**src/level_ctrl_pkg.sv**
```systemverilog
// Constants and types shared by the level control register block
package level_ctrl_pkg;
  // ----------------------------------------
  // Register map
  // ----------------------------------------
  localparam logic [31:0] CFG_ADDR = 32'h400b0048;
  localparam logic [31:0] STS_ADDR = 32'h400b004c;
  localparam logic [31:0] CFG_RESET = 32'h0e016320;
  localparam logic [31:0] STS_RESET = 32'h00000000;
  // ----------------------------------------
  // Timing
  // ----------------------------------------
  localparam int CLK_MHZ = 250;
  localparam int HOLD_BASE_US = 1000;
  localparam int ATK_NORM_US = 500;
  localparam int ATK_LIM_US = 125;
  localparam int DEC_NORM_US = 125;
  localparam int DEC_LIM_US = 31;
  localparam int ZC_TIMEOUT_US = 250000;
  localparam int HOLD_BASE_CYC = HOLD_BASE_US * CLK_MHZ;
  localparam int ATK_NORM_CYC = ATK_NORM_US * CLK_MHZ;
  localparam int ATK_LIM_CYC = ATK_LIM_US * CLK_MHZ;
  localparam int DEC_NORM_CYC = DEC_NORM_US * CLK_MHZ;
  localparam int DEC_LIM_CYC = DEC_LIM_US * CLK_MHZ;
  localparam int ZC_TIMEOUT_CYC = ZC_TIMEOUT_US * CLK_MHZ;
  localparam int PRE_W = 18;
  localparam int ZC_W = 26;
  localparam logic [3:0] MAX_CODE = 4'ha;
  // ----------------------------------------
  // Levels, in 0.75 dB units apart from the linear clip level and the decay shift
  // ----------------------------------------
  localparam logic [15:0] CLIP_LEVEL = 16'h7000;
  localparam int PEAK_DECAY_SH = 8;
  localparam logic signed [9:0] LOG_FLOOR_U = -10'sh080;
  localparam logic signed [9:0] TGT_BASE_U = -10'sh026;
  localparam logic signed [9:0] HYST_U = 10'sh002;
  localparam logic signed [9:0] NG_BASE_U = -10'sh06c;
  localparam logic signed [9:0] NG_BOOST_U = -10'sh074;
  localparam logic signed [9:0] GAIN_OFS_U = -10'sh010;
  localparam logic [5:0] CEIL_OFS = 6'h07;
  // ----------------------------------------
  // Types
  // ----------------------------------------
  typedef struct packed {
    logic fast_decrement_disable;
    logic training_peak_source;
    logic gate_peak_source;
    logic level_ctrl_on;
    logic [2:0] gain_ceiling;
    logic [2:0] gain_floor;
    logic zero_cross_gate_on;
    logic [3:0] hold_delay_code;
    logic [3:0] target_level_code;
    logic limiter_select;
    logic [3:0] decay_time_code;
    logic [3:0] attack_time_code;
    logic noise_gate_on;
    logic [2:0] noise_gate_threshold;
  } cfg_type;
  typedef struct packed {
    logic [11:0] reserved;
    logic [8:0] abs_peak_reading;
    logic [8:0] swing_reading;
    logic quiet_flag;
    logic overload_flag;
  } status_type;
  typedef struct packed {
    logic [31:0] addr;
    logic [31:0] wdata;
    logic wr;
    logic rd;
  } reg_req_type;
  typedef enum logic [1:0] {
    GAIN_IDLE = 2'b01,
    GAIN_WAIT = 2'b10
  } gain_state_type;
endpackage

```
**src/level_ctrl.sv**
```systemverilog
// Automatic level control: registers, level detectors and gain engine
//
// What this block does
// - Bit 31 zero allows fast gain ramp-down above 87.5% full scale; one blocks it.
// - Bit 30 picks training measurement: zero absolute peak, one peak-to-peak.
// - Bit 29 picks noise gate measurement: zero peak-to-peak, one absolute peak.
// - Bit 28 switches level control on; cleared at reset.
// - Bits 27:25 gain ceiling, -6.75 dB plus 6 dB per code.
// - Bits 24:22 gain floor, -12 dB plus 6 dB per code.
// - Bit 21 makes gain changes wait for a zero crossing while control runs.
// - Bits 20:17 hold delay before gain rise in normal mode, two to the code in ms, codes above ten as ten.
// - Bits 16:13 target level, -28.5 dB plus 1.5 dB per code.
// - Bit 12 selects normal control or peak limiter mode.
// - Bits 11:8 decay time, doubling per step up to code ten, base 125us or 31us.
// - Bits 7:4 attack time, doubling per step up to code ten, base 500us or 125us.
// - Bit 3 switches the noise gate on in normal control mode.
// - Bits 2:0 noise threshold, -81 or -87 with boost, plus 6 dB per code.
// - Status word is read only with peak, swing, quiet and overload fields.
// - Status carries nine top bits of the absolute peak.
// - Status carries nine top bits of the peak-to-peak value.
// - Status bit 1 set while level is under the noise threshold.
// - Status bit 0 set while level is above 87.5% of full scale.
//
// Our own choice: strobed register access.
`timescale 1ns/10ps
`default_nettype none
module level_ctrl
  import level_ctrl_pkg::*;
#(
  parameter int HOLD_BASE = HOLD_BASE_CYC,
  parameter int ATK_NORM = ATK_NORM_CYC,
  parameter int ATK_LIM = ATK_LIM_CYC,
  parameter int DEC_NORM = DEC_NORM_CYC,
  parameter int DEC_LIM = DEC_LIM_CYC,
  parameter int ZC_TIMEOUT = ZC_TIMEOUT_CYC
) (
  input wire logic clk_sys,
  input wire logic rst_n,
  input wire reg_req_type bus_req,
  output logic [31:0] rd_data,
  input wire logic signed [15:0] adc_sample,
  input wire logic adc_valid,
  input wire logic zero_cross_in,
  input wire logic mic_boost_on,
  input wire logic [5:0] manual_gain,
  output logic [5:0] gain_out,
  output logic gain_update
);

  // ----------------------------------------
  // Reset release
  // ----------------------------------------
  logic rst_meta_n_r;
  logic rst_sync_n_r;
  always_ff @(posedge clk_sys or negedge rst_n) begin
    if (!rst_n) begin
      rst_meta_n_r <= 1'b0;
      rst_sync_n_r <= 1'b0;
    end else begin
      rst_meta_n_r <= 1'b1;
      rst_sync_n_r <= rst_meta_n_r;
    end
  end

  // ----------------------------------------
  // Register port
  // ----------------------------------------
  cfg_type cfg_r;
  status_type status_r;
  logic [31:0] rd_data_r;

  // Status address is decoded for reads only, so a write there is dropped
  always_ff @(posedge clk_sys or negedge rst_sync_n_r) begin
    if (!rst_sync_n_r) begin
      cfg_r <= cfg_type'(CFG_RESET);
    end else if (bus_req.wr && bus_req.addr == CFG_ADDR) begin
      cfg_r <= cfg_type'(bus_req.wdata);
    end
  end

  always_ff @(posedge clk_sys or negedge rst_sync_n_r) begin
    if (!rst_sync_n_r) begin
      rd_data_r <= 32'h00000000;
    end else if (bus_req.rd) begin
      case (bus_req.addr)
        CFG_ADDR: rd_data_r <= cfg_r;
        STS_ADDR: rd_data_r <= status_r;
        default: rd_data_r <= 32'h00000000;
      endcase
    end else begin
      rd_data_r <= 32'h00000000;
    end
  end

  // ----------------------------------------
  // Level detectors
  // ----------------------------------------
  // Log estimate: 8 units per octave plus three mantissa bits
  function automatic logic signed [9:0] log_units(input logic [15:0] m);
    logic signed [9:0] r;
    logic [15:0] s;
    r = LOG_FLOOR_U;
    s = 16'h0000;
    for (int i = 0; i < 16; i++) begin
      if (m[i]) begin
        r = 10'((i - 15) * 8);
        s = 16'(m << (15 - i));
      end
    end
    return r + $signed({7'h00, s[14:12]});
  endfunction

  logic [15:0] mag;
  logic [15:0] peak_r;
  logic signed [15:0] max_r;
  logic signed [15:0] min_r;
  logic signed [16:0] diff;
  logic [15:0] swing;
  logic [15:0] swing_step;

  assign mag = adc_sample[15] ? 16'(-adc_sample) : adc_sample;
  assign diff = {max_r[15], max_r} - {min_r[15], min_r};
  assign swing = diff[16] ? 16'h0000 : diff[15:0];
  assign swing_step = 16'(swing >> (PEAK_DECAY_SH + 1)) + 16'h0001;

  // Peak loads on a larger sample and otherwise decays toward zero
  always_ff @(posedge clk_sys or negedge rst_sync_n_r) begin
    if (!rst_sync_n_r) begin
      peak_r <= 16'h0000;
    end else if (adc_valid) begin
      if (mag > peak_r) begin
        peak_r <= mag;
      end else if (peak_r != 16'h0000) begin
        peak_r <= peak_r - 16'(peak_r >> PEAK_DECAY_SH) - 16'h0001;
      end
    end
  end

  // Extremes close in on each other so the swing tracks a falling input
  always_ff @(posedge clk_sys or negedge rst_sync_n_r) begin
    if (!rst_sync_n_r) begin
      max_r <= 16'sh0000;
      min_r <= 16'sh0000;
    end else if (adc_valid) begin
      if (adc_sample > max_r) begin
        max_r <= adc_sample;
      end else if (swing != 16'h0000) begin
        max_r <= max_r - $signed(swing_step);
      end
      if (adc_sample < min_r) begin
        min_r <= adc_sample;
      end else if (swing != 16'h0000) begin
        min_r <= min_r + $signed(swing_step);
      end
    end
  end

  logic [5:0] gain_r;
  logic signed [9:0] train_lvl;
  logic signed [9:0] gate_lvl;
  logic signed [9:0] target_u;
  logic signed [9:0] gate_limit;
  logic clip_now;

  assign train_lvl = log_units(cfg_r.training_peak_source ? swing : peak_r);
  assign gate_lvl = log_units(cfg_r.gate_peak_source ? peak_r : swing);
  assign target_u = TGT_BASE_U + $signed({5'h00, cfg_r.target_level_code, 1'b0});
  // Threshold is input referred, so the present gain lifts it
  assign gate_limit = (mic_boost_on ? NG_BOOST_U : NG_BASE_U)
    + $signed({4'h0, cfg_r.noise_gate_threshold, 3'b000})
    + $signed({4'h0, gain_r}) + GAIN_OFS_U;
  assign clip_now = peak_r > CLIP_LEVEL;

  logic over_r;
  logic below_r;
  always_ff @(posedge clk_sys or negedge rst_sync_n_r) begin
    if (!rst_sync_n_r) begin
      status_r <= status_type'(STS_RESET);
      over_r <= 1'b0;
      below_r <= 1'b0;
    end else begin
      status_r.reserved <= 12'h000;
      status_r.abs_peak_reading <= peak_r[15:7];
      status_r.swing_reading <= swing[15:7];
      status_r.quiet_flag <= gate_lvl < gate_limit;
      status_r.overload_flag <= clip_now;
      over_r <= train_lvl > target_u;
      below_r <= train_lvl < target_u - HYST_U;
    end
  end

  // ----------------------------------------
  // Attack, decay and hold timers
  // ----------------------------------------
  logic en;
  logic lim;
  logic fast;
  assign en = cfg_r.level_ctrl_on;
  assign lim = cfg_r.limiter_select;
  assign fast = en && status_r.overload_flag && !cfg_r.fast_decrement_disable;

  logic [PRE_W-1:0] base_sel [3];
  logic [3:0] code_sel [3];
  logic [2:0] run_v;
  logic [2:0] tick_v;
  // Fast ramp-down uses the shortest attack entry of either table
  assign base_sel[0] = fast ? PRE_W'(ATK_LIM) : PRE_W'(lim ? ATK_LIM : ATK_NORM);
  assign code_sel[0] = fast ? 4'h0 : cfg_r.attack_time_code;
  assign base_sel[1] = PRE_W'(lim ? DEC_LIM : DEC_NORM);
  assign code_sel[1] = cfg_r.decay_time_code;
  assign base_sel[2] = PRE_W'(HOLD_BASE);
  assign code_sel[2] = cfg_r.hold_delay_code;
  assign run_v[0] = en;
  assign run_v[1] = en;
  assign run_v[2] = en && !lim && below_r;

  for (genvar t = 0; t < 3; t++) begin : g_timer
    logic [PRE_W-1:0] pre_r;
    logic [10:0] step_r;
    logic [10:0] last;
    logic tick_r;
    // Codes above ten are treated as ten
    assign last = 11'((11'h001 << (code_sel[t] > MAX_CODE ? MAX_CODE : code_sel[t])) - 11'h001);
    always_ff @(posedge clk_sys or negedge rst_sync_n_r) begin
      if (!rst_sync_n_r) begin
        pre_r <= '0;
        step_r <= 11'h000;
        tick_r <= 1'b0;
      end else if (!run_v[t]) begin
        pre_r <= '0;
        step_r <= 11'h000;
        tick_r <= 1'b0;
      end else if (pre_r >= base_sel[t] - PRE_W'(1)) begin
        pre_r <= '0;
        tick_r <= step_r >= last;
        step_r <= (step_r >= last) ? 11'h000 : step_r + 11'h001;
      end else begin
        pre_r <= pre_r + PRE_W'(1);
        tick_r <= 1'b0;
      end
    end
    assign tick_v[t] = tick_r;
  end

  // Hold stays satisfied until the level climbs back into range
  logic hold_done_r;
  always_ff @(posedge clk_sys or negedge rst_sync_n_r) begin
    if (!rst_sync_n_r) begin
      hold_done_r <= 1'b0;
    end else if (!below_r || !en) begin
      hold_done_r <= 1'b0;
    end else if (tick_v[2]) begin
      hold_done_r <= 1'b1;
    end
  end

  // ----------------------------------------
  // Gain engine
  // ----------------------------------------
  logic en_d_r;
  logic [5:0] lim_ceil_r;
  logic [5:0] want_r;
  logic [5:0] ceil_idx;
  logic [5:0] floor_idx;
  logic may_rise;
  logic lim_ceil_q;
  assign ceil_idx = lim ? lim_ceil_r : {cfg_r.gain_ceiling, 3'b000} + CEIL_OFS;
  assign floor_idx = {cfg_r.gain_floor, 3'b000};
  assign may_rise = below_r && (lim || hold_done_r)
    && !(cfg_r.noise_gate_on && !lim && status_r.quiet_flag);

  always_ff @(posedge clk_sys or negedge rst_sync_n_r) begin
    if (!rst_sync_n_r) begin
      en_d_r <= 1'b0;
      lim_ceil_r <= 6'h00;
    end else begin
      en_d_r <= en;
      if ((en && !en_d_r) || (en && lim && !lim_ceil_q)) begin
        lim_ceil_r <= gain_r;
      end
    end
  end

  // Limiter ceiling is taken when limiter operation begins
  always_ff @(posedge clk_sys or negedge rst_sync_n_r) begin
    if (!rst_sync_n_r) begin
      lim_ceil_q <= 1'b0;
    end else begin
      lim_ceil_q <= en && lim;
    end
  end

  // Ceiling wins over floor if software programs them crossed
  always_ff @(posedge clk_sys or negedge rst_sync_n_r) begin
    if (!rst_sync_n_r) begin
      want_r <= 6'h00;
    end else if (!en) begin
      want_r <= manual_gain;
    end else if (want_r > ceil_idx) begin
      want_r <= ceil_idx;
    end else if (want_r < floor_idx && floor_idx <= ceil_idx) begin
      // A crossed floor is ignored, otherwise the two clamps would fight
      want_r <= floor_idx;
    end else if (tick_v[0] && (over_r || fast) && want_r > floor_idx) begin
      want_r <= want_r - 6'h01;
    end else if (tick_v[1] && may_rise && want_r < ceil_idx) begin
      want_r <= want_r + 6'h01;
    end
  end

  // ----------------------------------------
  // Zero crossing gate
  // ----------------------------------------
  logic zc_meta_r;
  logic zc_sync_r;
  logic zc_prev_r;
  always_ff @(posedge clk_sys or negedge rst_sync_n_r) begin
    if (!rst_sync_n_r) begin
      zc_meta_r <= 1'b0;
      zc_sync_r <= 1'b0;
      zc_prev_r <= 1'b0;
    end else begin
      zc_meta_r <= zero_cross_in;
      zc_sync_r <= zc_meta_r;
      zc_prev_r <= zc_sync_r;
    end
  end

  gain_state_type gstate_r;
  logic [ZC_W-1:0] zc_cnt_r;
  logic gain_update_r;
  logic zc_hit;
  assign zc_hit = (zc_sync_r != zc_prev_r) || (zc_cnt_r >= ZC_W'(ZC_TIMEOUT - 1));

  always_ff @(posedge clk_sys or negedge rst_sync_n_r) begin
    if (!rst_sync_n_r) begin
      gstate_r <= GAIN_IDLE;
      zc_cnt_r <= '0;
      gain_r <= 6'h00;
      gain_update_r <= 1'b0;
    end else begin
      gain_update_r <= 1'b0;
      case (gstate_r)
        GAIN_IDLE: begin
          zc_cnt_r <= '0;
          if (want_r != gain_r) begin
            if (en && cfg_r.zero_cross_gate_on) begin
              gstate_r <= GAIN_WAIT;
            end else begin
              gain_r <= want_r;
              gain_update_r <= 1'b1;
            end
          end
        end
        GAIN_WAIT: begin
          zc_cnt_r <= zc_cnt_r + ZC_W'(1);
          if (zc_hit || !en || !cfg_r.zero_cross_gate_on) begin
            gain_r <= want_r;
            gain_update_r <= want_r != gain_r;
            gstate_r <= GAIN_IDLE;
          end
        end
        default: begin
          gstate_r <= GAIN_IDLE;
        end
      endcase
    end
  end

  assign rd_data = rd_data_r;
  assign gain_out = gain_r;
  assign gain_update = gain_update_r;

endmodule // level_ctrl
`default_nettype wire

```
**config.mk**
```make
export PLATFORM = sky130hd
export DESIGN_NAME = level_ctrl
export DESIGN_NICKNAME = d
export VERILOG_FILES = /design/src/level_ctrl_pkg.sv /design/src/level_ctrl.sv
export SDC_FILE = /design/constraint.sdc
export NUM_CORES = 1
export LEC_CHECK = 0
export ABC_AREA = 1
export BUFFER_PORTS_ARGS = -buffer_cell sky130_fd_sc_hd__buf_4
export CORE_MARGIN = 2
export CORE_UTILIZATION = 60
export DETAILED_ROUTE_END_ITERATION = 7
export PLACE_DENSITY = 0.79
export SLEW_MARGIN = 0
export SYNTH_ARGS = -nofsm -noshare
export SYNTH_HDL_FRONTEND = slang
export SYNTH_SLANG_ARGS = --single-unit
```
**constraint.sdc**
```tcl
create_clock -name clk_sys -period 14.6 [get_ports clk_sys]
set_input_delay 0.73 -clock clk_sys [delete_from_list [all_inputs] [get_ports clk_sys]]
set_output_delay 0.73 -clock clk_sys [all_outputs]
set_load 0.05 [all_outputs]
```
==> impl_metrics.toml <==
[status]
status = "finished, final reports clean"

[yosys]
synth_cells = 2625
synth.distinct_cells = 64
yosysSeqAreaShare = 0.345
syn_area_um2 = 20300
post-synth-top-area-fraction = 0.332
synthArstFlopShare = 1.00
synth_area_leaders = "dfrtp_1 33%, ha_1 12%, nand2_1 9.1%"
yosysMostFrequentCell = "nand2_1"
yosys-top-cells-count = "490 x nand2_1, 369 x inv_1, 269 x dfrtp_1, 242 x nor2_1, 198 x ha_1"
ys_warn_count = 0
synth_ff_type = "dfrtp_1"
avgSynthCellArea_um2 = 7.73
synth_edf_count = 0
synth.largest_area_cell = "dfrtp_1"
ys_ff_latch = 279

[final_layout]
final_cells = 3223
nets = 3049
drive_gt1_frac = 0.107
num_antenna_cells = 0
synthToLayoutAreaGrowth_pct = 12.4

[worst_setup_path]
critPathKind = "flop to flop"
critPathMaxFanout = 18
start_kind = "flop"
r2r_slack_ns = 8.91
end_kind = "flop"
arrival_ns = 6.08
cp_data_required_time_ns = 14.99

[min_path]
hold_path.class = "primary input to flop"

[detailed_routing]
routed_wl_um = 53000
drt-wirelength-per-cell_um = 16.4
drcViolationCount = 0
drt_first_pass_iters = 8
dr_total_vias = 18600
ant_nets = 0
vias_per_cell = 5.77
drt_iter0_drc = 1516

[clock_network]
insertion_delay_ns = 0.51
cts_sinks = 279
post_cts_buffers = 0
clockBufferDepth = 3
cts_buffers = 34
cts_tree = "built"
cts_resized = 0
clk_pin_slew_ns = 0.06
cts-root-buf = "clkbuf_16"
htree_num_levels = 2

[global_routing]
track_usage = 0.302
use_met3 = 0.0378
grt_first_pass_wirelength_um = 88000
grt_busiest_layer = "met2"
grtUsageMet2 = 0.512
antenna_found_initial = 0
use_met1 = 0.402
grt.overflow.total = 0
grt_pass1_vias = 18300
grt_max_degree = 75

[placement]
place_congestion = 0.948
dp.cells = 3160
dp_hpwl_um = 40600
port_buffers = 131

[pwr]
pwr-share-clk = 0.160
power_density_nw_per_um2 = 230
p_leak_nw = 10.9
p_switching_mw = 2.64
p_seq_frac = 0.194
ir_worst_vdd_mv = 0.195
intPower_mw = 2.60
p_comb_frac = 0.645
swShare = 0.503

[floorplanning]
rows = 67
start_util = 0.607
coreArea_um2 = 33400
die_width_um = 188
die-area_um2 = 35300
die_h_um = 188
pin_count = 132

[sta]
slew_headroom = 0.183
rsz0062_at_grt = "false"
finalSetupTns_ns = 0
worst_slew_pin_slew_ns = 1.23
period_minus_slack_ns = 5.69
hold_viol_final = 0
period_share = 0.390
setup_viol = 0
fin_skew_ns = 0.00971
drv_slew = 0
fmax_mhz = 176
hold_ws_ns = 0.327

[job]
maxCapViolations = 0
-- cells by family (layout without fill, tap and decap cells) --
group | count (synthesis) | count (layout) | synth area share
AO/OA/AOI/OAI | 521 | 521 | 0.153
AND/OR/NAND/NOR | 1018 | 1018 | 0.216
buffers and inverters | 439 | 582 | 0.0833
other | 2 | 9 | 0.000370
adder cells (fa/ha/maj) | 206 | 206 | 0.130
XOR/XNOR | 123 | 123 | 0.0531
multiplexers | 37 | 37 | 0.0203
flip-flops | 279 | 279 | 0.345
-- cells in the final DEF, fill, tap and decap left out, drive strengths merged, types with 33 or more instances in the layout --
master	count
clkbuf	53
mux2	33
inv	379
nand2	499
a21oi	168
xor2	99
o21ai	189
nor3	65
ha	198
buf	140
dfrtp	269
o22ai	40
nand3	115
nor2	248
-- power groups by stage --
stage          combinational (mW)  clock, mW  sequential (mW)
2_1_floorplan                2.58          0            0.978
3_3_place_gp                 3.18          0             1.02
3_5_place_dp                 3.28          0             1.03
4_1_cts                      3.32      0.854             1.01
5_1_grt                      3.82      0.882             1.03
6_report                     3.38      0.840             1.02
-- what timing repair did --
action / 4_1_cts / 5_1_grt
hold endpoints to repair: 2 / 0
setup endpoints to repair: 0 / 0
hold buffers: 1 / 0
-- flip-flops by register name, summed over array words and instances, names as in the netlist, 16 cells and up --
signal and count:
zc_cnt_r 26, g_timer.step_r 33, g_timer.pre_r 54, min_r 16
status_r 20, rd_data 32, cfg_r 30, max_r 16
peak_r 16
-- area by class of cell --
cell class | instances | area (um^2)
Multi-Input combinational cell | 1914 | 11600
Fill cell | 2740 | 10700
Sequential cell | 279 | 7000
Inverter | 379 | 1420
Timing Repair Buffer | 142 | 1070
Clock buffer | 52 | 990
Tap cell | 448 | 561
Clock inverter | 9 | 114
-- stage by stage --
stage          cell area (um^2)  total power, mW  worst slack (ns)   util
3_3_place_gp              21700             4.20              9.28  0.648
2_1_floorplan             20300             3.56              6.27      -
4_1_cts                   22800             5.19              9.05  0.681
3_5_place_dp              21700             4.30              9.09  0.648
6_report                  22800             5.24              8.91  0.682
5_1_grt                   22800             5.73              8.47  0.682
-- layer usage --
metal	part of all wire	vias to the layer above
met4	0.029	0
met3	0.067	104
met1	0.43	8787
met2	0.47	655
li1	-	9052
met5	0	-
-- worst max-delay path: stages, from the launching register on --
cell and delay [ns]:
dfrtp_1 0.82, inv_1 0.42, nor3_1 0.76, nor2_1 0.28, o21ai_0 0.19, inv_1 0.06
nor2_1 0.16, inv_1 0.11, nor2_1 0.17, nand3_1 0.13, ha_1 0.25, xor2_1 0.18
ha_1 0.28, inv_1 0.06, nor2_1 0.04, o21a_1 0.16, o21a_1 0.16, o21ai_0 0.14
nand2_1 0.07, a21oi_1 0.11, o21ai_0 0.10, a31oi_1 0.24, nand3_1 0.34, inv_1 0.20
nand3_1 0.08, o21ai_0 0.07
-- worst paths after layout --
path | start | endpoint | cells after the start
max in group asynchronous | rst_sync_n_r | g_timer[2].step_r[8] | 2
min in group asynchronous | rst_sync_n_r | max_r[14] | 0
max reg2reg | en | g_timer[0].step_r[8] | 25
max | en | g_timer[0].step_r[8] | 25
min | zero_cross_in | zc_meta_r | 1
min reg2reg | zc_meta_r | zc_sync_r | 0
(Power assumes the default switching activity.)
